`config.mk`:
```
export PLATFORM = sky130hd
export DESIGN_NAME = peripheral_event_flags
export DESIGN_NICKNAME = d
export VERILOG_FILES = /design/src/peripheral_event_flags_pkg.sv /design/src/peripheral_event_flags.sv
export VERILOG_INCLUDE_DIRS = /design/src
export SDC_FILE = /design/constraint.sdc
export NUM_CORES = 1
export LEC_CHECK = 0
export ABC_AREA = 1
export BUFFER_PORTS_ARGS = -buffer_cell sky130_fd_sc_hd__buf_2
export CAP_MARGIN = 20
export CELL_PAD_IN_SITES_DETAIL_PLACEMENT = 0
export CELL_PAD_IN_SITES_GLOBAL_PLACEMENT = 1
export CORE_ASPECT_RATIO = 0.8
export CORE_MARGIN = 2
export CORE_UTILIZATION = 19
export DETAILED_ROUTE_END_ITERATION = 7
export GPL_TIMING_DRIVEN = 0
export HOLD_SLACK_MARGIN = 0.08
export PLACE_DENSITY_LB_ADDON = 0.08
export RECOVER_POWER = 50
export SLEW_MARGIN = 25
export SYNTH_ARGS = -nofsm -noshare
export SYNTH_HDL_FRONTEND = slang
export SYNTH_SLANG_ARGS = --single-unit
```
`constraint.sdc`:
```
create_clock -name ref_clk -period 0.8 [get_ports ref_clk]
set_clock_uncertainty 0.05 [all_clocks]
set_input_delay 0.08 -clock ref_clk [delete_from_list [all_inputs] [get_ports ref_clk]]
set_output_delay 0.08 -clock ref_clk [all_outputs]
set_load 0.005 [all_outputs]
```
`src/peripheral_event_flags_defines.svh`:
```
`ifndef PERIPHERAL_EVENT_FLAGS_DEFINES_SVH
`define PERIPHERAL_EVENT_FLAGS_DEFINES_SVH

// positions of the flags within the flag register, bits 2 to 4
`define FLAG_BIT_TX_EMPTY 4
`define FLAG_BIT_SERIAL_EVENT 3
`define FLAG_BIT_CAPCMP_EVENT 2
`define FLAG_WIDTH 8
// reset values
`define FLAG_RESET_BYTE 8'h00
`define CAPCMP_MODE_RESET 2'h0

`endif

```
`src/peripheral_event_flags_pkg.sv`:
```
package peripheral_event_flags_pkg;

  // operating mode of the capture/compare unit
  typedef enum logic [1:0] {
    CAPCMP_OFF = 2'b00,
    CAPCMP_CAPTURE = 2'b01,
    CAPCMP_COMPARE = 2'b10,
    CAPCMP_PWM = 2'b11
  } capcmp_mode_type;

endpackage : peripheral_event_flags_pkg

```
`src/peripheral_event_flags.sv`:
```
`timescale 1ns/1ps
`include "peripheral_event_flags_defines.svh"

module peripheral_event_flags (
  input wire logic ref_clk,
  input wire logic rst_n,
  input wire logic clk_en,
  // serial unit transmit side
  input wire logic tx_buffer_full,
  input wire logic tx_data_holding_reg_wr,
  // sync serial port unit events
  input wire logic ssp_xfer_done,
  input wire logic i2c_master_mode,
  input wire logic i2c_seq_done,
  input wire logic i2c_multi_master,
  input wire logic ssp_idle,
  input wire logic i2c_bus_start_stop,
  // capture/compare unit
  input wire logic [1:0] capcmp_mode,
  input wire logic first_timer_capture,
  input wire logic first_timer_match,
  // software clear strobes, one bit per flag position
  input wire logic [`FLAG_WIDTH-1:0] flag_clear,
  output logic tx_buffer_empty_flag,
  output logic serial_port_event_flag,
  output logic capture_compare_event_flag,
  output logic [`FLAG_WIDTH-1:0] flag_byte_q
);

  logic serial_set;
  logic capcmp_set;
  logic serial_q;
  logic capcmp_q;
  logic tx_empty_q;
  peripheral_event_flags_pkg::capcmp_mode_type mode;

  assign mode = peripheral_event_flags_pkg::capcmp_mode_type'(capcmp_mode);

  // all sources that raise the serial port event
  assign serial_set = ssp_xfer_done
    | (i2c_master_mode & i2c_seq_done)
    | (i2c_multi_master & ssp_idle & i2c_bus_start_stop);

  // pwm and off modes never raise the flag
  assign capcmp_set = ((mode == peripheral_event_flags_pkg::CAPCMP_CAPTURE)
    & first_timer_capture)
    | ((mode == peripheral_event_flags_pkg::CAPCMP_COMPARE)
    & first_timer_match);

  // tx flag mirrors buffer state; a write fills the buffer, so it drops at once
  always_ff @(posedge ref_clk or negedge rst_n) begin
    if (!rst_n) begin
      tx_empty_q <= 1'b0;
    end else if (clk_en) begin
      tx_empty_q <= ~tx_buffer_full & ~tx_data_holding_reg_wr;
    end
  end

  // sticky serial flag; a set in the clear cycle wins so no event is lost
  always_ff @(posedge ref_clk or negedge rst_n) begin
    if (!rst_n) begin
      serial_q <= 1'b0;
    end else if (clk_en) begin
      if (serial_set) begin
        serial_q <= 1'b1;
      end else if (flag_clear[`FLAG_BIT_SERIAL_EVENT]) begin
        serial_q <= 1'b0;
      end
    end
  end

  // sticky capture/compare flag, set wins over clear
  always_ff @(posedge ref_clk or negedge rst_n) begin
    if (!rst_n) begin
      capcmp_q <= 1'b0;
    end else if (clk_en) begin
      if (capcmp_set) begin
        capcmp_q <= 1'b1;
      end else if (flag_clear[`FLAG_BIT_CAPCMP_EVENT]) begin
        capcmp_q <= 1'b0;
      end
    end
  end

  // registered copies for the outputs and the readable byte
  always_ff @(posedge ref_clk or negedge rst_n) begin
    if (!rst_n) begin
      tx_buffer_empty_flag <= 1'b0;
      serial_port_event_flag <= 1'b0;
      capture_compare_event_flag <= 1'b0;
      flag_byte_q <= `FLAG_RESET_BYTE;
    end else if (clk_en) begin
      tx_buffer_empty_flag <= tx_empty_q;
      serial_port_event_flag <= serial_q;
      capture_compare_event_flag <= capcmp_q;
      flag_byte_q <= `FLAG_RESET_BYTE;
      flag_byte_q[`FLAG_BIT_TX_EMPTY] <= tx_empty_q;
      flag_byte_q[`FLAG_BIT_SERIAL_EVENT] <= serial_q;
      flag_byte_q[`FLAG_BIT_CAPCMP_EVENT] <= capcmp_q;
    end
  end
endmodule : peripheral_event_flags

```
==> metrics.txt, run 1 <==
WL met1 about 330 um; Final setup viols 6; Netlist cell types 8; Netlist Area Pre-Place 344 sq um; PnR Total Power around 900 uW; Final Hold Vio Count 1; Top Ports 34; post-DP HPWL 573 um; area leader, netlist dfrtp_1; starting density of the core 20.7%; ys async rst share 100%; sequential cell area 150 sq um; wire length on met2 313 um; global-route wire length before repair 1.13 mm; Buf+Inv Stages, Crit Path 2; n_diodes 0; Post-DRT Antenna Nets 0; count of input and output buffers 21; total gr overflow 0; Filler cells between 200 and 250; Worst Hold Class input pin to flip-flop; WHS -0.0265 ns; Syn. warnings 0; synth top area cells dfrtp_1 44%, nand2_1 22%, buf_4 20%; final cell area excluding filler cells 588 sq um; CTS max path bufs 2; drt initial violations 5; fin crit period 0.978 ns; clock root cell clkbuf_4; Reg2Reg Setup Slack 0.02 ns; WP data required around 0.67 ns; WL final 709 um; max-slew violation count 0; failing checks negative hold slack, negative setup slack; RSZ-0062 raised after global routing yes; Num CTS Buffers 3; maximum clock rate between 1 and 1.5 GHz; synth cell count leaders 20 x nand2_1, 9 x buf_4, 6 x dfrtp_1; vias in the first global route 284; Max VDD drop approximately 0.50 mV; die outline area 0.00217 sq mm; uppermost layer routed met4; Cell Chain, Critical Path buf_6, buf_6; crit-path leading delay family flip-flops; gpl congestion 0.637; PD cells 1530 mW/mm^2; worst path arrival time between 0.8 and 0.9 ns; vias per inst 3.47; CP max stage delay 0.39 ns; TritonCTS clock tree done; Clock Pin Slew Worst Setup and Hold Paths ~0.040 ns; sequential area share after synthesis 43.6%; Placeable Area 0.00166 sq mm; startpoint types flip-flop; CP max stage cell dfrtp_1; Max Cap Viol 0; Worst Setup Path Type flip-flop to primary output; clock latency at the later pin of the worst-skew pair between 0.2 and 0.25 ns; Avg Synthesized Cell Area 7.65 sq um; Post-synth EDFFs 0; largest net degree at the start of global routing 9; # placed instances 92; nets 103; leakage dissipation 0.352 nW; outcome complete, but fails checks; initial antenna violation count 0; wire per inst ~7.1 um; #FFs+latches synth 6; DIE WIDTH 51.6 um; Placed Area 492 sq um; post-route setup slack -0.178 ns; GRT Util Overall 7.52%; DIE HEIGHT between 40 and 50 um; Most common cell on crit path buf_6; fin crit share 122%; vias 347; First-pass DRT Iterations 3; multi-input logic area ~130 sq um; Layout area overhead 70.9%; top-area cell type share of the netlist area between 40 and 50%; Cell Rows 13; worst r2r path cells 3; top-count cell post-synth nand2_1; fin cells 100; Remaining DRCs 0; Mapped Cells 45; H-tree Lvls 1; clock sink count 6; met3 WL 49 um; hold-fix buffers at CTS 3; fraction of layout cells with a size suffix above 1 46.2%; hold-critical path depth 2; Setup crit end kind primary output; Crit. path cell count 2; ys flop type dfrtp_1; Max FO, Critical Path 3
## area by class of cell
cell class / instances / area share, %
plain buffers: 9 / 13.4
clock buffers: 3 / 3.83
inverters: 4 / 2.55
multi-input cells: 30 / 21.5
flip-flops and latches: 6 / 25.5
well taps: 22 / 4.68
repair buffers: 26 / 28.5
## cells by family after synthesis
| family | share of synthesized area (%) |
|---|---|
| buffers and inverters | 24.0 |
| AOI/OAI and AO/OA | 3.64 |
| DFF | 43.6 |
| and+or+nand+nor | 27.6 |
| other | 1.09 |
## worst paths after layout
path                                             from                          to
hold reg to reg                  capcmp_q$_DFFE_PN0P_  flag_byte_q[2]$_DFFE_PN0P_
setup reg to reg           flag_byte_q[2]$_DFFE_PN0P_  flag_byte_q[2]$_DFFE_PN0P_
min in group asynchronous                       rst_n  flag_byte_q[3]$_DFFE_PN0P_
hold / removal                 tx_data_holding_reg_wr      tx_empty_q$_DFFE_PN0P_
max in group asynchronous                       rst_n      tx_empty_q$_DFFE_PN0P_
setup / recovery           flag_byte_q[3]$_DFFE_PN0P_              flag_byte_q[3]
## per-layer routing
layer | GRT usage [%] | up-vias
met3 | 2.14 | 2
met1 | 8.46 | 138
li1 | - | 190
met2 | 10.0 | 17
met4 | 9.47 | 0
met5 | 0 | -
## power by group
part / internal [mW] / switching, mW / leakage, nW
combinational: 0.170 / 0.0906 / 0.265
sequential: 0.341 / 0.0244 / 0.0738
clock: 0.169 / 0.102 / 0.0138
## worst reg2reg max path, delay by kind of cell (launching register included)
family | cells | cell delay (ns)
buffers and inverters | 1 | 0.14
DFF | 1 | 0.39
and+or+nand+nor | 2 | 0.10
## cell usage in the layout, fill, tap and decap left out, drive strengths merged
master / instances
conb: 5
inv: 4
buf: 31
nand2: 20
o31ai: 1
nand3: 4
clkbuf: 4
dfrtp: 6
dlygate4sd3: 3
## metrics by stage
step / util (%) / setup WS (ns) / setup TNS [ns]
2_1_floorplan: - / 0.151 / 0
3_3_place_gp: 29.6 / 0.0633 / 0
3_5_place_dp: 29.6 / 0.0540 / 0
4_1_cts: 35.1 / -0.196 / -0.881
5_1_grt: 35.4 / -0.218 / -1.05
6_report: 35.4 / -0.178 / -0.802
## timing repair
action / in CTS / in global routing
setup endpoints to repair: 6 / 7
endpoints found under the hold margin: 12 / 5
resized for setup: 6 / 0
setup buffers: 1 / 1
## state kept, by name, summed over array words and instances (netlist names)
| signal | cells |
|---|---|
| tx_empty_q | 1 |
| flag_byte_q | 2 |
| serial_q | 1 |
| tx_buffer_empty_flag | 1 |
| capcmp_q | 1 |
Power figures use the tool's default switching activity.
==> inputs of run 2 (changes only) <==
--- a/config.mk
+++ b/config.mk
@@ -11,7 +11,6 @@
 export CAP_MARGIN = 20
 export CELL_PAD_IN_SITES_DETAIL_PLACEMENT = 0
 export CELL_PAD_IN_SITES_GLOBAL_PLACEMENT = 1
-export CORE_ASPECT_RATIO = 0.8
 export CORE_MARGIN = 2
 export CORE_UTILIZATION = 19
 export DETAILED_ROUTE_END_ITERATION = 7
==> metrics.txt, run 2 (same netlist as run 1, synthesis figures left out) <==
DIE HEIGHT 46.6 um (+11%); Num CTS Buffers 3 (unchanged); First-pass DRT Iterations 3 (unchanged); initial antenna violation count 0 (unchanged); Filler cells 190 (-7.8%); Worst Setup Path Type flip-flop to primary output; fin crit share 124% (+1.8 points); DIE WIDTH 46.6 um (-9.7%); CTS max path bufs 2 (unchanged); clock sink count 6 (unchanged); TritonCTS clock tree done; vias 354 (+2.0%); Remaining DRCs 0 (unchanged); WP data required 0.67 ns (about the same); PD cells 1530 mW/mm^2 (+0.35%); largest net degree at the start of global routing 9 (unchanged); outcome complete, but fails checks; PnR Total Power 927 uW (+3.3%); GRT Util Overall 8.49% (+0.97 points); count of input and output buffers 21 (unchanged); clock latency at the later pin of the worst-skew pair 0.24 ns (about the same); hold-fix buffers at CTS 3 (unchanged); n_diodes 0 (unchanged); commonest non-fill, non-tap cell in the layout nand2_1; Top Ports 34 (unchanged); total gr overflow 0 (unchanged); drt initial violations 2 (-3); largest reg by FF count flag_byte_q; final cell area excluding filler cells 606 sq um (+3.0%); vias in the first global route 302 (+6.3%); max-slew violation count 0 (unchanged); clock root cell clkbuf_4; starting density of the core 20.1% (-0.59 points); Clock Pin Slew Worst Setup and Hold Paths 0.05 ns (about the same); Worst Hold Class input pin to flip-flop; maximum clock rate 1.01 GHz (-1.4%); post-DP HPWL 583 um (+1.7%); WL final 753 um (+6.2%); Setup crit end kind primary output; H-tree Lvls 1 (unchanged); Layout area overhead 76.0%; post-route setup slack -0.192 ns (-0.0141 ns); WHS -0.0263 ns (+0.000254 ns); Max FO, Critical Path 3 (unchanged); die outline area 0.00217 sq mm (about the same); max reg flops 2 (unchanged); Placed Area 495 sq um (+0.76%); RSZ-0062 raised after global routing yes; fin crit period 0.992 ns (+0.0141 ns); Post-DRT Antenna Nets 0 (unchanged); fraction of layout cells with a size suffix above 1 50.0% (+3.8 points); leakage dissipation 0.356 nW (+0.91%); most frequent cells in the layout 17 x nand2_1, 16 x buf_2, 8 x buf_4, 7 x buf_6, 6 x dfrtp_1; nets 103 (unchanged); wire per inst 7.31 um (+3.1%); failing checks negative hold slack, negative setup slack; Cell Rows 15 (+2); Max Cap Viol 0 (unchanged); Final setup viols 6 (unchanged); vias per inst 3.44 (-0.95%); Final Hold Vio Count 1 (unchanged); global-route wire length before repair 1.16 mm (+2.5%); worst path arrival time 0.86 ns (about the same); Max VDD drop 0.328 mV (-34%); gpl congestion 0.624 (-2.1%); startpoint types flip-flop; Placeable Area 0.00171 sq mm (+2.9%)
## run 2: what timing repair did
action	CTS	global route
endpoints found under the hold margin	12	2
setup endpoints to repair	6	10
resized for setup	6	4
setup buffers	3	0
pin swaps	0	0
## run 2: area by class of cell
| cell class | count | area [sq um] | area share, % |
|---|---|---|---|
| Buffer | 9 | 78.8 | 13.0 |
| Clock buffer | 3 | 22.5 | 3.72 |
| Inverter | 4 | 15.0 | 2.48 |
| Multi-Input combinational cell | 30 | 134 | 22.1 |
| Sequential cell | 6 | 150 | 24.8 |
| Tap cell | 25 | 31.3 | 5.17 |
| Timing Repair Buffer | 26 | 174 | 28.7 |
## run 2: worst max-delay path, stage by stage, from the launching register on
cell and delay (ns):
dfrtp_1 0.40, buf_6 0.12, buf_6 0.10
## run 2: where the power goes
group          total, mW  leakage (nW)  switching [mW]  internal, mW
sequential         0.366        0.0738          0.0255         0.340
combinational      0.278         0.268          0.0961         0.182
clock              0.284        0.0138           0.114         0.170
## run 2: routing by layer
layer / up-vias / part of all wire [%] / track usage (%)
met2: 23 / 45 / 11.9
met4: 0 / 2.5 / 12.0
li1: 189 / - / -
met5: - / 0 / 0
met3: 2 / 8.4 / 1.18
met1: 140 / 44 / 9.20
## run 2: per-stage QoR
| stage | util [%] | instances | hold WS [ns] | worst slack [ns] | TNS, ns |
|---|---|---|---|---|---|
| floorplan | - | 49 | -0.266 | 0.151 | 0 |
| global placement | 29.0 | 95 | -0.137 | 0.0584 | 0 |
| detailed placement | 29.0 | 95 | -0.139 | 0.0549 | 0 |
| CTS | 35.2 | 104 | -0.0346 | -0.191 | -0.882 |
| global route | 35.5 | 103 | -0.0301 | -0.223 | -1.10 |
| finish | 35.5 | 103 | -0.0263 | -0.192 | -0.868 |
## run 2: final timing paths
check	startpoint	end	slack (ns)	depth (start not counted)
max in group asynchronous	rst_n	tx_empty_q$_DFFE_PN0P_	0.27	2
hold / removal	tx_buffer_full	tx_empty_q$_DFFE_PN0P_	-0.03	2
setup reg to reg	flag_byte_q[2]$_DFFE_PN0P_	flag_byte_q[2]$_DFFE_PN0P_	0.01	3
hold reg to reg	tx_empty_q$_DFFE_PN0P_	tx_buffer_empty_flag$_DFFE_PN0P_	0.43	2
min in group asynchronous	rst_n	capcmp_q$_DFFE_PN0P_	0.19	2
setup / recovery	tx_buffer_empty_flag$_DFFE_PN0P_	flag_byte_q[4]	-0.19	2
==> inputs of run 3 (changes only) <==
--- a/config.mk
+++ b/config.mk
@@ -17,8 +17,7 @@
 export GPL_TIMING_DRIVEN = 0
 export HOLD_SLACK_MARGIN = 0.08
 export PLACE_DENSITY_LB_ADDON = 0.08
-export RECOVER_POWER = 50
-export SLEW_MARGIN = 25
+export SLEW_MARGIN = 20
 export SYNTH_ARGS = -nofsm -noshare
 export SYNTH_HDL_FRONTEND = slang
 export SYNTH_SLANG_ARGS = --single-unit
==> metrics.txt, run 3 (same netlist as run 1, synthesis figures left out) <==
GRT Util Overall 8.49% (unchanged); WP data required 0.67 ns (about the same); hold-fix buffers at CTS 3 (unchanged); largest reg by FF count flag_byte_q; Post-DRT Antenna Nets 0 (unchanged); outcome complete, but fails checks; Max VDD drop 0.328 mV (about the same); startpoint types flip-flop; initial antenna violation count 0 (unchanged); die outline area 0.00217 sq mm (unchanged); max reg flops 2 (unchanged); CTS max path bufs 2 (unchanged); fin crit share 124% (unchanged); Placeable Area 0.00171 sq mm (unchanged); pre-CTS WS 0.0549 ns (unchanged); n_diodes 0 (unchanged); Cell Chain, Critical Path buf_6, buf_6; largest net degree at the start of global routing 9 (unchanged); vias 354 (unchanged); WHS -0.0263 ns (unchanged); Clock Pin Slew Worst Setup and Hold Paths 0.05 ns (about the same); Reg2Reg Setup Slack 0.01 ns (about the same); clock root cell clkbuf_4; Final setup viols 6 (unchanged); WL final 758 um (+0.66%); First-pass DRT Iterations 3 (unchanged); PD cells 1530 mW/mm^2 (-0.11%); starting density of the core 20.1% (unchanged); nets 103 (unchanged); Cell Rows 15 (unchanged); Final Hold Vio Count 1 (unchanged); global-route wire length before repair 1.16 mm (unchanged); Core Util, Final 35.5% (+0.073 points); worst path arrival time 0.86 ns (about the same); reg2reg start flag_byte_q[2]$_DFFE_PN0P_; DIE WIDTH 46.6 um (unchanged); vias per inst 3.44 (unchanged); CP max stage cell dfrtp_1; maximum clock rate 1.01 GHz (unchanged); Layout area overhead 76.4%; hold-critical path depth 2 (unchanged); Num CTS Buffers 3 (unchanged); Setup crit end kind primary output; post-DP HPWL 583 um (unchanged); wire per inst 7.36 um (+0.66%); total gr overflow 0 (unchanged); Hold EP tx_empty_q$_DFFE_PN0P_; fin crit period 0.992 ns (unchanged); most frequent cells in the layout 17 x nand2_1, 17 x buf_2, 8 x buf_4, 7 x buf_6, 6 x dfrtp_1; TritonCTS clock tree done; final setup TNS -0.870 ns (-0.00103 ns); count of input and output buffers 21 (unchanged); H-tree Lvls 1 (unchanged); max-slew violation count 0 (unchanged); Most common cell on crit path buf_6; clock sink count 6 (unchanged); hold path start tx_buffer_full; worst r2r path cells 3 (unchanged); Worst Setup Path Type flip-flop to primary output; Worst Hold Class input pin to flip-flop; fraction of layout cells with a size suffix above 1 51.3% (+1.3 points); CP max stage delay 0.40 ns (about the same); Max Cap Viol 0 (unchanged); DIE HEIGHT 46.6 um (unchanged); Max FO, Critical Path 3 (unchanged); drt initial violations 2 (unchanged); Critical R2R Capture flag_byte_q[2]$_DFFE_PN0P_; RSZ-0062 raised after global routing yes; gpl congestion 0.624 (unchanged); Remaining DRCs 0 (unchanged); vias in the first global route 302 (unchanged); failing checks negative hold slack, negative setup slack; clock latency at the later pin of the worst-skew pair 0.24 ns (about the same); Top Ports 34 (unchanged); post-route setup slack -0.192 ns (unchanged); leakage dissipation 0.358 nW (+0.77%)
run 3: per-layer routing:
metal | global-route usage [%] | wire length, um
met1 | 9.20 | 334
met2 | 11.9 | 340
met3 | 1.18 | 63
met4 | 12.0 | 19
met5 | 0 | 0
run 3: worst max path at each step:
| stage | slack (ns) | to | cells after the start | startpoint |
|---|---|---|---|---|
| global route | -0.22 | flag_byte_q[2] | 2 | flag_byte_q[2]$_DFFE_PN0P_ |
| detailed placement | 0.05 | flag_byte_q[4] | 2 | tx_buffer_empty_flag$_DFFE_PN0P_ |
| finish | -0.19 | flag_byte_q[4] | 2 | tx_buffer_empty_flag$_DFFE_PN0P_ |
| CTS | -0.19 | flag_byte_q[2] | 2 | flag_byte_q[2]$_DFFE_PN0P_ |
| global placement | 0.06 | flag_byte_q[4] | 2 | tx_buffer_empty_flag$_DFFE_PN0P_ |
| floorplan | 0.15 | flag_byte_q[2]$_DFFE_PN0P_ | 2 | flag_byte_q[2]$_DFFE_PN0P_ |
run 3: critical path, delay by kind of cell (launching register included):
family   cells  cell delay (ns)
buf+inv      2             0.22
flops        1             0.40
run 3: report_power, final:
group	switching [mW]	internal (mW)
clock network	0.114	0.170
registers	0.0255	0.340
logic	0.0962	0.182
run 3: repair_timing:
action / in CTS / in global routing
setup endpoints to repair: 6 / 10
resized for setup: 6 / 4
buffers inserted: 3 / 0
endpoints found under the hold margin: 12 / 2
run 3: through the flow:
stage | cells | cell area [sq um] | power, mW
3_5_place_dp | 95 | 495 | 0.565
6_report | 103 | 607 | 0.928
5_1_grt | 103 | 607 | 0.995
4_1_cts | 104 | 601 | 0.930
3_3_place_gp | 95 | 495 | 0.564
2_1_floorplan | 49 | 359 | 0.474
run 3: layout make-up:
| type | count | area [sq um] |
|---|---|---|
| plain buffers | 9 | 78.8 |
| clock buffers | 3 | 22.5 |
| fillers | 189 | 1100 |
| inverters | 4 | 15.0 |
| multi-input cells | 30 | 134 |
| flip-flops and latches | 6 | 150 |
| well taps | 25 | 31.3 |
| repair buffers | 26 | 175 |
